## config.mk

```make
export PLATFORM = sky130hd
export DESIGN_NAME = rx_pause_filter
export DESIGN_NICKNAME = d
export VERILOG_FILES = /design/src/rx_pause_filter_pkg.sv /design/src/rx_pause_filter.sv
export VERILOG_INCLUDE_DIRS = /design/src /design/src/src
export SDC_FILE = /design/constraint.sdc
export NUM_CORES = 1
export LEC_CHECK = 0
export ABC_AREA = 1
export BUFFER_PORTS_ARGS = -buffer_cell sky130_fd_sc_hd__clkbuf_2
export CORE_MARGIN = 3
export CORE_UTILIZATION = 55
export CTS_BUF_LIST = sky130_fd_sc_hd__clkbuf_4 sky130_fd_sc_hd__clkbuf_8 sky130_fd_sc_hd__clkbuf_16
export DETAILED_ROUTE_END_ITERATION = 8
export PLACE_DENSITY_LB_ADDON = 0.3
export SETUP_SLACK_MARGIN = 0.15
export SYNTH_ARGS = -nofsm -noshare
export SYNTH_HDL_FRONTEND = slang
export SYNTH_SLANG_ARGS = --single-unit
```

## constraint.sdc

```tcl
create_clock -name pclk -period 3 [get_ports pclk]
set_clock_uncertainty 0.05 [all_clocks]
set_input_delay 0.6 -clock pclk [delete_from_list [all_inputs] [get_ports pclk]]
set_output_delay 0.6 -clock pclk [all_outputs]
set_load 0.05 [all_outputs]
```

## src/rx_pause_filter_defs.svh

```systemverilog
// Constants for the receive pause and control frame qualifier.
`ifndef RX_PAUSE_FILTER_DEFS_SVH
`define RX_PAUSE_FILTER_DEFS_SVH

// Register byte offsets on the APB
`define OFS_CTRL          8'h00
`define OFS_PAUSE_EN      8'h04
`define OFS_UCAST_LO      8'h08
`define OFS_UCAST_HI      8'h0c
`define OFS_MCAST_LO      8'h10
`define OFS_MCAST_HI      8'h14
`define OFS_SRC_LO        8'h18
`define OFS_SRC_HI        8'h1c
`define OFS_ETYPE         8'h20
`define OFS_GCP_OPC       8'h24
`define OFS_PCP_OPC       8'h28
`define OFS_STATUS        8'h2c

// Bit positions in the control register
`define BIT_FWD           0
`define BIT_CHK_ACK       1
`define BIT_GCP_EN        2
`define BIT_GCP_MC        3
`define BIT_GCP_UC        4
`define BIT_GCP_SA        5
`define BIT_GCP_ET        6
`define BIT_GCP_OP        7
`define BIT_PCP_EN        8
`define BIT_PCP_MC        9
`define BIT_PCP_UC        10
`define BIT_PCP_SA        11
`define BIT_PCP_ET        12
`define BIT_PCP_OP        13
`define BIT_GPP_EN        14

// Status register: pending classes low, reported valid high
`define STAT_VALID_LSB    16

// Reset values
`define RST_ETYPE         16'h8808
`define RST_GCP_OPMIN     16'h0001
`define RST_GCP_OPMAX     16'h0001
`define RST_PCP_OPMIN     16'h0101
`define RST_PCP_OPMAX     16'h0101
`define RST_PAUSE_EN      9'h1ff

// Opcodes that make a control frame a pause frame
`define OPC_GLOBAL_PAUSE  16'h0001
`define OPC_PRIO_PAUSE    16'h0101

// Class index of the global pause
`define GLOBAL_CLASS      8

`endif

```

## src/rx_pause_filter_pkg.sv

```systemverilog
// Types shared by the receive pause and control frame qualifier.
package rx_pause_filter_pkg;

    // Static configuration held in the APB registers
    typedef struct packed {
        logic        forward_ctrl;        // Deliver control frames
        logic        check_ack;           // Hold pause until acknowledged
        logic        gcp_enable;          // Global control recognition
        logic        gcp_mcast_check;     // Global: multicast dest compare
        logic        gcp_ucast_check;     // Global: unicast dest compare
        logic        rx_global_ctrl_src_check; // Global: source compare
        logic        gcp_etype_check;     // Global: ethertype compare
        logic        gcp_opcode_check;    // Global: opcode range compare
        logic        pcp_enable;          // Priority control recognition
        logic        pcp_mcast_check;     // Priority: multicast dest
        logic        pcp_ucast_check;     // Priority: unicast dest
        logic        rx_prio_ctrl_src_check;   // Priority: source compare
        logic        pcp_etype_check;     // Priority: ethertype compare
        logic        pcp_opcode_check;    // Priority: opcode range
        logic        gpp_enable;          // Global pause recognition
        logic [8:0]  pause_enable;        // Per-class report enables
        logic [47:0] rx_pause_unicast_dest_addr;   // Unicast pause address
        logic [47:0] rx_pause_multicast_dest_addr; // Multicast address
        logic [47:0] rx_pause_source_addr;         // Source address
        logic [15:0] gcp_etype;           // Global ethertype
        logic [15:0] pcp_etype;           // Priority ethertype
        logic [15:0] gcp_opcode_min;      // Global opcode low bound
        logic [15:0] gcp_opcode_max;      // Global opcode high bound
        logic [15:0] pcp_opcode_min;      // Priority opcode low bound
        logic [15:0] pcp_opcode_max;      // Priority opcode high bound
    } cfg_t;

    // Parsed header of one received frame
    typedef struct packed {
        logic [47:0]      dest_addr;      // Destination address
        logic [47:0]      src_addr;       // Source address
        logic [15:0]      ethertype;      // Ethertype field
        logic [15:0]      opcode;         // Control opcode
        logic [7:0]       class_enable;   // Priority class vector
        logic [7:0][15:0] quanta;         // Quanta; global uses entry 0
    } rx_hdr_t;

    // Verdict on one frame
    typedef struct packed {
        logic deliver;                    // Frame goes to the user
        logic discard;                    // Frame is dropped
        logic is_ctrl;                    // Frame was a control frame
    } verdict_t;

endpackage

```

## src/rx_pause_filter.sv

```systemverilog
// Receive control frame qualifier with pause reporting and APB registers.
//
// The APB interface to the registers and the register offsets were left to the implementer.
`timescale 1ns/1ps
`include "rx_pause_filter_defs.svh"

// What this block does
// - Forward control frames when set, else drop
// - Ack bus used only when wait-ack set
// - Per-class enable gates only reported pause
// - Global control enable turns on recognition
// - Global control multicast destination compare
// - Global control unicast destination compare
// - Unicast pause address is 48-bit setting
// - Global control source address compare
// - Pause source address is 48-bit setting
// - Global control ethertype compare
// - Global control opcode min/max compare
// - Priority control enable turns on recognition
// - Priority control multicast destination compare
// - Priority control unicast destination compare
// - Multicast pause address is 48-bit setting
// - Priority control source address compare
// - Priority control ethertype compare
// - Priority control opcode min/max compare
// - Global pause enable turns on recognition
// - Standard pause sets valid bit 8
// - Quanta reported per class, global at 8
module rx_pause_filter (
    input  wire logic                          pclk,           // APB clock
    input  wire logic                          presetn,        // Reset, low
    input  wire logic                          psel,           // APB select
    input  wire logic                          penable,        // APB enable
    input  wire logic                          pwrite,         // APB write
    input  wire logic [7:0]                    paddr,          // APB address
    input  wire logic [31:0]                   pwdata,         // Write data
    output logic      [31:0]                   prdata,         // Read data
    output logic                               pready,         // Always ready
    output logic                               pslverr,        // Bad address
    input  wire logic                          rx_hdr_valid,   // Header pulse
    input  wire rx_pause_filter_pkg::rx_hdr_t  rx_hdr,         // Header
    input  wire logic [8:0]                    rx_pause_ack,   // User ack
    output rx_pause_filter_pkg::verdict_t      rx_verdict,     // Frame verdict
    output logic                               rx_verdict_valid, // Pulse
    output logic      [8:0]                    rx_pause_valid, // Per class
    output logic      [8:0][15:0]              rx_received_quanta // Quanta
);

    // Configuration registers
    rx_pause_filter_pkg::cfg_t cfg_q;           // Current settings
    rx_pause_filter_pkg::cfg_t cfg_d;           // Next settings

    // APB read path registers
    logic [31:0]               rdata_q;         // Read data held
    logic [31:0]               rdata_d;         // Read data next
    logic                      slverr_q;        // Error flag held
    logic                      slverr_d;        // Error flag next

    // Frame verdict registers
    rx_pause_filter_pkg::verdict_t verdict_q;   // Verdict held
    rx_pause_filter_pkg::verdict_t verdict_d;   // Verdict next
    logic                      vvalid_q;        // Verdict strobe
    logic                      vvalid_d;        // Verdict strobe next

    // Pause state registers
    logic [8:0]                pend_q;          // Classes being processed
    logic [8:0]                pend_d;          // Next pending
    logic [8:0]                pvalid_q;        // Reported valid
    logic [8:0]                pvalid_d;        // Next reported valid
    logic [8:0][15:0]          quanta_q;        // Reported quanta
    logic [8:0][15:0]          quanta_d;        // Next quanta

    // Classification terms
    logic                      is_gcp;          // Qualified global control
    logic                      is_pcp;          // Qualified priority control
    logic                      is_gpp;          // Global pause frame
    logic                      is_ppp;          // Priority pause frame
    logic [8:0]                new_pause;       // Classes set by this frame

    // APB phase decode
    logic                      apb_setup;       // Setup cycle
    logic                      apb_write;       // Write access cycle

    assign apb_setup = psel & ~penable;
    assign apb_write = psel & penable & pwrite;

    // Qualify one control type; every enabled check must pass, except that one matching destination address compare is enough
    function automatic logic ctrl_match(
        input logic                       en,
        input logic                       mc_chk,
        input logic                       uc_chk,
        input logic                       sa_chk,
        input logic                       et_chk,
        input logic                       op_chk,
        input logic [15:0]                etype,
        input logic [15:0]                opmin,
        input logic [15:0]                opmax,
        input rx_pause_filter_pkg::cfg_t  c,
        input rx_pause_filter_pkg::rx_hdr_t h
    );
        logic da_ok;
        logic sa_ok;
        logic et_ok;
        logic op_ok;
        // Either enabled address compare may pass the destination
        da_ok = ~(mc_chk | uc_chk)
              | (mc_chk & (h.dest_addr == c.rx_pause_multicast_dest_addr))
              | (uc_chk & (h.dest_addr == c.rx_pause_unicast_dest_addr));
        sa_ok = ~sa_chk | (h.src_addr == c.rx_pause_source_addr);
        et_ok = ~et_chk | (h.ethertype == etype);
        // Range is inclusive at both ends
        op_ok = ~op_chk | ((h.opcode >= opmin) & (h.opcode <= opmax));
        ctrl_match = en & da_ok & sa_ok & et_ok & op_ok;
    endfunction

    // Frame classification
    always_comb begin
        // Global control: enable, dest, source, ethertype, opcode
        is_gcp = ctrl_match(cfg_q.gcp_enable,
                            cfg_q.gcp_mcast_check,
                            cfg_q.gcp_ucast_check,
                            cfg_q.rx_global_ctrl_src_check,
                            cfg_q.gcp_etype_check,
                            cfg_q.gcp_opcode_check,
                            cfg_q.gcp_etype,
                            cfg_q.gcp_opcode_min,
                            cfg_q.gcp_opcode_max,
                            cfg_q, rx_hdr);
        // Priority control: same checks on its own settings
        is_pcp = ctrl_match(cfg_q.pcp_enable,
                            cfg_q.pcp_mcast_check,
                            cfg_q.pcp_ucast_check,
                            cfg_q.rx_prio_ctrl_src_check,
                            cfg_q.pcp_etype_check,
                            cfg_q.pcp_opcode_check,
                            cfg_q.pcp_etype,
                            cfg_q.pcp_opcode_min,
                            cfg_q.pcp_opcode_max,
                            cfg_q, rx_hdr);
        // Pause frames are qualified control frames with pause opcodes
        is_gpp = cfg_q.gpp_enable & is_gcp
               & (rx_hdr.opcode == `OPC_GLOBAL_PAUSE);
        is_ppp = is_pcp & (rx_hdr.opcode == `OPC_PRIO_PAUSE);
        // Classes touched by this frame, before report gating
        new_pause = 9'h000;
        if (rx_hdr_valid) begin
            new_pause[`GLOBAL_CLASS] = is_gpp;
            new_pause[7:0] = is_ppp ? rx_hdr.class_enable : 8'h00;
        end
    end

    // Frame verdict: control frames forwarded or dropped
    always_comb begin
        verdict_d = '0;
        vvalid_d  = rx_hdr_valid;
        if (rx_hdr_valid) begin
            verdict_d.is_ctrl = is_gcp | is_pcp;
            if (is_gcp | is_pcp) begin
                // Control frame follows the forward setting
                verdict_d.deliver = cfg_q.forward_ctrl;
                verdict_d.discard = ~cfg_q.forward_ctrl;
            end else begin
                // Ordinary frames always pass
                verdict_d.deliver = 1'b1;
            end
        end
    end

    // Verdict registers
    always_ff @(posedge pclk or negedge presetn) begin
        if (!presetn) begin
            verdict_q <= '0;
            vvalid_q  <= 1'b0;
        end else begin
            verdict_q <= verdict_d;
            vvalid_q  <= vvalid_d;
        end
    end

    // Pause processing and user report
    always_comb begin
        pend_d   = pend_q;
        quanta_d = quanta_q;
        if (cfg_q.check_ack) begin
            // Hold each class until its ack; a new pause beats the ack
            pend_d = (pend_q & ~rx_pause_ack) | new_pause;
        end else begin
            // Ack bus ignored; each pause is a one-cycle indication
            pend_d = new_pause;
        end
        // Capture quanta of every class this frame carries
        for (int i = 0; i < 8; i++) begin
            if (new_pause[i]) begin
                quanta_d[i] = rx_hdr.quanta[i];
            end
        end
        if (new_pause[`GLOBAL_CLASS]) begin
            quanta_d[`GLOBAL_CLASS] = rx_hdr.quanta[0];
        end
        // Report only enabled classes; internal state is not gated
        pvalid_d = pend_d & cfg_q.pause_enable;
    end

    // Pause registers
    always_ff @(posedge pclk or negedge presetn) begin
        if (!presetn) begin
            pend_q   <= 9'h000;
            pvalid_q <= 9'h000;
            quanta_q <= '0;
        end else begin
            pend_q   <= pend_d;
            pvalid_q <= pvalid_d;
            quanta_q <= quanta_d;
        end
    end

    // APB register writes and read capture
    always_comb begin
        cfg_d    = cfg_q;
        rdata_d  = rdata_q;
        slverr_d = slverr_q;
        // Writes take effect in the access cycle
        if (apb_write) begin
            case (paddr)
                `OFS_CTRL: begin
                    cfg_d.forward_ctrl     = pwdata[`BIT_FWD];
                    cfg_d.check_ack        = pwdata[`BIT_CHK_ACK];
                    cfg_d.gcp_enable       = pwdata[`BIT_GCP_EN];
                    cfg_d.gcp_mcast_check  = pwdata[`BIT_GCP_MC];
                    cfg_d.gcp_ucast_check  = pwdata[`BIT_GCP_UC];
                    cfg_d.rx_global_ctrl_src_check = pwdata[`BIT_GCP_SA];
                    cfg_d.gcp_etype_check  = pwdata[`BIT_GCP_ET];
                    cfg_d.gcp_opcode_check = pwdata[`BIT_GCP_OP];
                    cfg_d.pcp_enable       = pwdata[`BIT_PCP_EN];
                    cfg_d.pcp_mcast_check  = pwdata[`BIT_PCP_MC];
                    cfg_d.pcp_ucast_check  = pwdata[`BIT_PCP_UC];
                    cfg_d.rx_prio_ctrl_src_check = pwdata[`BIT_PCP_SA];
                    cfg_d.pcp_etype_check  = pwdata[`BIT_PCP_ET];
                    cfg_d.pcp_opcode_check = pwdata[`BIT_PCP_OP];
                    cfg_d.gpp_enable       = pwdata[`BIT_GPP_EN];
                end
                `OFS_PAUSE_EN: cfg_d.pause_enable = pwdata[8:0];
                `OFS_UCAST_LO: begin
                    cfg_d.rx_pause_unicast_dest_addr[31:0] = pwdata;
                end
                `OFS_UCAST_HI: begin
                    cfg_d.rx_pause_unicast_dest_addr[47:32] =
                        pwdata[15:0];
                end
                `OFS_MCAST_LO: begin
                    cfg_d.rx_pause_multicast_dest_addr[31:0] =
                        pwdata;
                end
                `OFS_MCAST_HI: begin
                    cfg_d.rx_pause_multicast_dest_addr[47:32] =
                        pwdata[15:0];
                end
                `OFS_SRC_LO: begin
                    cfg_d.rx_pause_source_addr[31:0] = pwdata;
                end
                `OFS_SRC_HI: begin
                    cfg_d.rx_pause_source_addr[47:32] =
                        pwdata[15:0];
                end
                `OFS_ETYPE: begin
                    cfg_d.gcp_etype = pwdata[15:0];
                    cfg_d.pcp_etype = pwdata[31:16];
                end
                `OFS_GCP_OPC: begin
                    cfg_d.gcp_opcode_min = pwdata[15:0];
                    cfg_d.gcp_opcode_max = pwdata[31:16];
                end
                `OFS_PCP_OPC: begin
                    cfg_d.pcp_opcode_min = pwdata[15:0];
                    cfg_d.pcp_opcode_max = pwdata[31:16];
                end
                default: begin
                    // Status and unmapped words ignore writes
                end
            endcase
        end
        // Read data and error are captured in the setup cycle
        if (apb_setup) begin
            rdata_d  = 32'h0000_0000;
            slverr_d = 1'b0;
            case (paddr)
                `OFS_CTRL: begin
                    rdata_d[`BIT_FWD]     = cfg_q.forward_ctrl;
                    rdata_d[`BIT_CHK_ACK] = cfg_q.check_ack;
                    rdata_d[`BIT_GCP_EN]  = cfg_q.gcp_enable;
                    rdata_d[`BIT_GCP_MC]  = cfg_q.gcp_mcast_check;
                    rdata_d[`BIT_GCP_UC]  = cfg_q.gcp_ucast_check;
                    rdata_d[`BIT_GCP_SA]  = cfg_q.rx_global_ctrl_src_check;
                    rdata_d[`BIT_GCP_ET]  = cfg_q.gcp_etype_check;
                    rdata_d[`BIT_GCP_OP]  = cfg_q.gcp_opcode_check;
                    rdata_d[`BIT_PCP_EN]  = cfg_q.pcp_enable;
                    rdata_d[`BIT_PCP_MC]  = cfg_q.pcp_mcast_check;
                    rdata_d[`BIT_PCP_UC]  = cfg_q.pcp_ucast_check;
                    rdata_d[`BIT_PCP_SA]  = cfg_q.rx_prio_ctrl_src_check;
                    rdata_d[`BIT_PCP_ET]  = cfg_q.pcp_etype_check;
                    rdata_d[`BIT_PCP_OP]  = cfg_q.pcp_opcode_check;
                    rdata_d[`BIT_GPP_EN]  = cfg_q.gpp_enable;
                end
                `OFS_PAUSE_EN: rdata_d[8:0] = cfg_q.pause_enable;
                `OFS_UCAST_LO: begin
                    rdata_d = cfg_q.rx_pause_unicast_dest_addr[31:0];
                end
                `OFS_UCAST_HI: begin
                    rdata_d[15:0] = cfg_q.rx_pause_unicast_dest_addr[47:32];
                end
                `OFS_MCAST_LO: begin
                    rdata_d = cfg_q.rx_pause_multicast_dest_addr[31:0];
                end
                `OFS_MCAST_HI: begin
                    rdata_d[15:0] =
                        cfg_q.rx_pause_multicast_dest_addr[47:32];
                end
                `OFS_SRC_LO: rdata_d = cfg_q.rx_pause_source_addr[31:0];
                `OFS_SRC_HI: begin
                    rdata_d[15:0] = cfg_q.rx_pause_source_addr[47:32];
                end
                `OFS_ETYPE: begin
                    rdata_d = {cfg_q.pcp_etype, cfg_q.gcp_etype};
                end
                `OFS_GCP_OPC: begin
                    rdata_d = {cfg_q.gcp_opcode_max, cfg_q.gcp_opcode_min};
                end
                `OFS_PCP_OPC: begin
                    rdata_d = {cfg_q.pcp_opcode_max, cfg_q.pcp_opcode_min};
                end
                `OFS_STATUS: begin
                    // Live pause state for software
                    rdata_d[8:0] = pend_q;
                    rdata_d[`STAT_VALID_LSB +: 9] = pvalid_q;
                end
                default: begin
                    // Unmapped word reads zero with an error
                    slverr_d = 1'b1;
                end
            endcase
        end
    end

    // APB and configuration registers
    always_ff @(posedge pclk or negedge presetn) begin
        if (!presetn) begin
            cfg_q                <= '0;
            cfg_q.pause_enable   <= `RST_PAUSE_EN;
            cfg_q.gcp_etype      <= `RST_ETYPE;
            cfg_q.pcp_etype      <= `RST_ETYPE;
            cfg_q.gcp_opcode_min <= `RST_GCP_OPMIN;
            cfg_q.gcp_opcode_max <= `RST_GCP_OPMAX;
            cfg_q.pcp_opcode_min <= `RST_PCP_OPMIN;
            cfg_q.pcp_opcode_max <= `RST_PCP_OPMAX;
            rdata_q              <= 32'h0000_0000;
            slverr_q             <= 1'b0;
        end else begin
            cfg_q    <= cfg_d;
            rdata_q  <= rdata_d;
            slverr_q <= slverr_d;
        end
    end

    // Outputs
    assign prdata             = rdata_q;
    assign pready             = 1'b1;
    assign pslverr            = slverr_q & psel & penable;
    assign rx_verdict         = verdict_q;
    assign rx_verdict_valid   = vvalid_q;
    assign rx_pause_valid     = pvalid_q;
    assign rx_received_quanta = quanta_q;

endmodule

```

# After elaboration in Yosys (flattened, before gate mapping)
# Index checks and enable logic that the tools add are counted.
[totals] ff_bits=463 output_inout_bits=191 inputBits=319 mem_bits_rw=0 latchBits=0 romBits=0 word_cells=141 memories=0
[classes] n_lt_le_gt_ge=4 mul=0 n_addsub=0 n_reduce_logical=13 n_div=0 n_shift=0 n_eq_ne=18 bitwise_logic=49 muxes=12
[ops] cell="48-bit equality test" count=3
[ops] cell="9-bit one-hot mux with 12 select lines" count=1
[ops] cell="9-bit one-hot mux with 7 select lines" count=1
[ops] cell="6-bit one-hot mux with 10 select lines" count=1
[ops] cell="7-bit one-hot mux with 6 select lines" count=1
[ops] cell="16-bit equality test" count=2
[ops] cell="8-bit by 5-bit equality test with 1-bit output, second input constant" count=4
[ops] cell="8-bit by 6-bit equality test with 1-bit output, second input constant" count=4
[ops] cell="16-bit >= comparator" count=2
[ops] cell="16-bit <= comparator" count=2
[ops] cell="1-bit bitwise AND" count=22
[ops] cell="2-bit AND reduction" count=11
[ops] cell="9-bit bitwise AND" count=2
[ops] cell="9-bit 2-to-1 mux" count=2
[ops] cell="16-bit by 1-bit equality test with 1-bit output, second input constant" count=1
[ops] cell="16-bit by 9-bit equality test with 1-bit output, second input constant" count=1
[ops] cell="8-bit by 4-bit equality test with 1-bit output, second input constant" count=2
[ops] cell="1-bit bitwise OR" count=13
[ops] cell="12-bit OR reduction" count=1
[ops] cell="1-bit NOT" count=10
[ops] cell="9-bit NOT" count=1
[ops] cell="9-bit bitwise OR" count=1
[ops] cell="1-bit one-hot mux with 9 select lines" count=1
[ops] cell="8-bit by 3-bit equality test with 1-bit output, second input constant" count=1
[ops] cell="4 further kinds" count=6

# Longest topological paths before layout
[depth] depth_word=14 ltp_mapped=19 mapped_depth_nobuf=18

# Worst setup path before layout
# OpenSTA, ideal clock, no wires.
[synth_timing] path_kind="input -> register" start="input port rx_hdr[151] in the netlist's numbering" end="register quanta_q, in the netlist rx_received_quanta[101]" n_path_buf=1 stages=13 setup_ns=0.119 path_slack_ns=0.597 required_time_ns=2.831 t_arrival_ns=2.233 cell_sequence="ha_1 -> nand4_1 -> nor3_1 -> nand3_1 -> nand3_1 -> nand2_1 -> nand2_1 -> nand3_1 -> nor2_4 -> nand2_1 -> buf_2 -> nand2_1 -> nand2_1"
[synth_between] elab_chain_len=7 word_cells_on_any_way=9 classes_between="2 x order compare; 1 x eq/ne; 2 x mux; 4 x bitwise"
[synth_rtl] item="start, declared" line_no="rx_pause_filter.sv:41" rtl="input wire rx_pause_filter_pkg::rx_hdr_t rx_hdr,"
[synth_rtl] item="16-bit >= comparator or 16-bit <= comparator (tied branches)" line_no="rx_pause_filter.sv:112" rtl="op_ok = ~op_chk | ((h.opcode >= opmin) & (h.opcode <= opmax));"
[synth_rtl] item="1-bit bitwise AND" line_no="rx_pause_filter.sv:112"
[synth_rtl] item="1-bit bitwise OR" line_no="rx_pause_filter.sv:112"
[synth_rtl] item="1-bit bitwise AND" line_no="rx_pause_filter.sv:113" rtl="ctrl_match = en & da_ok & sa_ok & et_ok & op_ok;"
[synth_rtl] item="1-bit bitwise AND *" line_no="rx_pause_filter.sv:143" rtl="is_ppp = is_pcp & (rx_hdr.opcode == `OPC_PRIO_PAUSE);"
[synth_rtl] item="8-bit 2-to-1 mux *" line_no="rx_pause_filter.sv:148" rtl="new_pause[7:0] = is_ppp ? rx_hdr.class_enable : 8'h00;"
[synth_rtl] item="9-bit 2-to-1 mux *" line_no="rx_pause_filter.sv:146" rtl="if (rx_hdr_valid) begin"
[synth_rtl] item="end signal, assigned" line_no="rx_pause_filter.sv:213" rtl="quanta_q <= quanta_d;"
[synth_rtl] item="end, declared" line_no="rx_pause_filter.sv:70" rtl="logic [8:0][15:0] quanta_q;"
# Mark *: on every way between the ends. The rest lies on a longest branch, timed or not.
# A chain may end at the register's enable or synchronous reset.

# Final worst setup path
[layout_timing] start="register cfg_q[151] in the netlist's numbering" end="register quanta_q, in the netlist rx_received_quanta[14]"
[layout_between] elab_chain_len=11
[layout_rtl] item="start, declared" line_no="rx_pause_filter.sv:50" rtl="rx_pause_filter_pkg::cfg_t cfg_q;"
[layout_rtl] item="start signal, assigned" line_no="rx_pause_filter.sv:358" rtl="cfg_q <= cfg_d;"
[layout_rtl] item="48-bit equality test" line_no="rx_pause_filter.sv:107" rtl="| (mc_chk & (h.dest_addr == c.rx_pause_multicast_dest_addr))"
[layout_rtl] item="1-bit bitwise AND" line_no="rx_pause_filter.sv:107"
[layout_rtl] item="1-bit bitwise OR" line_no="rx_pause_filter.sv:107"
[layout_rtl] item="1-bit bitwise OR" line_no="rx_pause_filter.sv:108" rtl="| (uc_chk & (h.dest_addr == c.rx_pause_unicast_dest_addr));"
[layout_rtl] item="1-bit bitwise AND (4 in series)" line_no="rx_pause_filter.sv:113"
[layout_rtl] item="1-bit bitwise AND" line_no="rx_pause_filter.sv:143"
[layout_rtl] item="8-bit 2-to-1 mux" line_no="rx_pause_filter.sv:148"
[layout_rtl] item="9-bit 2-to-1 mux" line_no="rx_pause_filter.sv:146"
# Every way passes these cells.

==> flow_summary_export.csv <==
group,metric,value,unit
global_route,grt_use_total,40.8,%
clocking,root_buffer,"clkbuf_16",
synth,synth_cell_type_count,41,
synth,netlist_area,23200,sq um
final_layout,syn_to_final_growth,24.5,%
floorplanning,ios,510,
worst_setup_path,cp-start-kind,"register",
worst_setup_path,critical-path-top-delay-family,"simple AND/OR/NAND/NOR gates",
clocking,h-tree-depth,2,
drt,drtIter0Drc,3041,
placed_design,placed_cells_incl_taps,3935,
worst_setup_path,worstSetupPathType,"register to register",
placed_design,gp_congestion,0.999,
placed_design,dpl.hpwl,72.0,mm
clocking,cts_buffers,50,
floorplanning,initial_core_util,56.2,%
pwr,p_leak,15.1,nW
final_layout,multiInputGateArea,10000,sq um
final_layout,layout.nets,3844,
synth,syn_nets,3270,
synth,ys_warn_count,0,
worst_setup_path,r2r-start,"cfg_q[151]$_DFFE_PN0P_",
global_route,antenna_found_initial,6,
final_layout,seq_area,11600,sq um
run,max_cap_violations,0,
pwr,power_density,483,nW/um^2
floorplanning,die_w,211,um
floorplanning,core-area,41300,sq um
synth,synthArstFlopShare,100,%
timing,slew_headroom,43.2,%
synth,yosys.area.top_type_share,47.7,%
pwr,power,14.0,mW
timing,finalHoldViolCount,0,
final_layout,fin_cells,4039,
clocking,clk_pin_slew,70,ps
synth,synth_edf_count,0,
global_route,overflow,0,
worst_setup_path,r2r_cells,15,
floorplanning,die-area,44700,sq um
worst_setup_path,cp_max_fo,17,
synth,synth_top_area_cell,"dfrtp_1",
worst_setup_path,crit_path_frequent_cell,"nand2_1",
worst_setup_path,path_depth,15,
global_route,grt_start_max_net_pins,66,
clocking,cts_tree,"done",
status,status,"complete, no violations",
drt,viasPerCell,5.78,
final_layout,final_core_util,70.0,%
placed_design,placed_area,27100,sq um
min_path,min_path_cells,3,
timing,fin_crit_sh,91.7,%
worst_setup_path,cp.required,3440,ps
min_path,hold_path.startpoint,"rx_hdr[103]",
worst_setup_path,rrSetupSlack,250,ps
worst_setup_path,worstReg2RegEnd,"rx_received_quanta[14]$_DFFE_PN0P_",
worst_setup_path,cp.buffers_inverters,3,
timing,tightest_slew,831,ps
timing,drv_slew,0,
clocking,numClockSinks,463,
timing,fmax,364,MHz
drt,via_count,23300,
floorplanning,row_count,74,
min_path,whs_endpoint,"rx_received_quanta[103]$_DFFE_PN0P_",
final_layout,drive_above_1_share,22.5,%
timing,setup_viol,0,
drt,dr.pass1.iters,6,
worst_setup_path,worst_path_max_delay_cell,"dfrtp_1",
worst_setup_path,cp_cell_sequence,"xnor2_2, nand4_1, nor2_2, nand2_1, nor2_1, buf_4, nand3_1, nand2_1, nand3_1, nor2_4, buf_12, nand2_1, buf_4, nand2_1, nand2_1",
synth,synthTopCellsByArea,"dfrtp_1 48%, nand2_1 16%, o21ai_0 6.6%",
worst_setup_path,cp-end-kind,"register",
worst_setup_path,slowest_delay,480,ps
placed_design,port_buffers,508,
worst_setup_path,arrival,3190,ps
final_layout,final_cell_mix,"1008 x nand2_1, 507 x clkbuf_2, 440 x dfrtp_1",
clocking,clk_latency,610,ps
drt,postRouteAntennaNets,0,
final_layout,final_common_cell,"nand2_1",
synth,synth_area_per_cell,8.04,sq um
synth,synth-seq-cells,463,
placed_design,place_ws,-104,ps
drt,routed_wl,93.1,mm
floorplanning,die_height,211,um
pwr,ir_drop,0.422,mV
synth,netlist_instances,2887,
synth,synth_flop_cell,"dfrtp_1",
timing,worst_slack,250,ps
global_route,grt_pass1_wl,136,mm
final_layout,fillers,3423,
drt,wl_per_cell,23.1,um
min_path,hold_path.class,"input port to register",
global_route,grt_pass1_vias,22000,
timing,min_period,2750,ps
drt,drc,0,
synth,synth-seq-area-share,50.0,%
timing,rsz0062_at_grt,"false",
final_layout,fin_area,28900,sq um
clocking,clk_path_buf_depth,3,
logic make-up (layout without fill, tap and decap cells):
group	Yosys count	in the layout	share of synthesized area, %
flops	463	463	50.0
compound gates	467	467	11.4
simple gates	1364	1364	23.7
xor+xnor	116	116	4.38
other cells	1	5	0.0162
buf+inv	412	1028	6.97
fa+ha+maj	64	64	3.45
what timing repair did:
item / CTS / global route
resized for setup: 1 / 17
cloned: 0 / 1
hold buffers: 1 / 0
endpoints found under the hold margin: 49 / 0
setup buffers: 0 / 4
setup endpoints to repair: 2 / 127
pin swaps: 0 / 2
Yosys cell counts, drive strengths merged (2+ instances only):
cell type,n
a2111oi,3
a211oi,4
a21o,2
a21oi,49
a221oi,55
a22o,4
buf,29
clkbuf,96
clkinv,11
dfrtp,442
dfstp,21
ha,64
inv,276
nand2,1011
nand3,157
nand4,47
nor2,119
nor3,21
nor3b,2
o2111ai,3
o21ai,307
o21bai,2
o22ai,34
or2,2
xnor2,79
xor2,37
worst max-delay path by stage:
stage / from / end / slack, ps
CTS: cfg_q[24]$_DFFE_PN1P_ / rx_received_quanta[93]$_DFFE_PN0P_ / 160
global placement: rx_hdr[137] / rx_received_quanta[89]$_DFFE_PN0P_ / -70
floorplan: rx_hdr[151] / rx_received_quanta[101]$_DFFE_PN0P_ / 600
global route: cfg_q[23]$_DFFE_PN0P_ / rx_received_quanta[123]$_DFFE_PN0P_ / 130
finish: cfg_q[151]$_DFFE_PN0P_ / rx_received_quanta[14]$_DFFE_PN0P_ / 250
detailed placement: rx_hdr[137] / rx_received_quanta[93]$_DFFE_PN0P_ / -100
sequential cells by signal, indices dropped and copies added (netlist names):
| name | cells |
|---|---|
| rx_received_quanta | 144 |
| rx_pause_valid | 9 |
| cfg_q | 264 |
| prdata | 32 |
| slverr_q | 1 |
| pend_q | 9 |
| rx_verdict_valid | 1 |
| rx_verdict | 3 |
layer usage:
layer	vias to the layer above	global-route usage [%]	wire, um
met5	-	0	21
met4	4	21.3	5550
met3	287	10.8	11500
met2	1554	62.2	41100
met1	11000	54.1	34900
li1	10500	-	-
report_power, final:
group | total (mW) | switching [mW] | internal, mW
clock network | 6.40 | 2.69 | 3.71
logic | 1.19 | 0.782 | 0.404
registers | 6.38 | 0.0656 | 6.31
total | 14.0 | 3.54 | 10.4
final cells by class:
cell class	count	share of cell area, %
Inverter	287	3.73
Antenna cell	4	0.0346
Clock inverter	24	0.784
Sequential cell	463	40.2
Clock buffer	70	5.11
Timing Repair Buffer	647	13.1
Tap cell	532	2.30
Multi-Input combinational cell	2012	34.7
through the flow:
stage | hold WS [ps] | setup TNS (ps)
floorplan | 254 | 0
global placement | 402 | -4350
detailed placement | 408 | -6920
CTS | 150 | 0
global route | 166 | 0
finish | 172 | 0
worst reg2reg max path, delay by kind of cell, from the launching register on:
kind | cells | cell delay, ps
and+or+nand+nor | 11 | 1370
buffers and inverters | 3 | 510
DFF | 1 | 480
xor gates and xnor gates | 1 | 250
No activity file was read; power rests on OpenSTA's default activity.
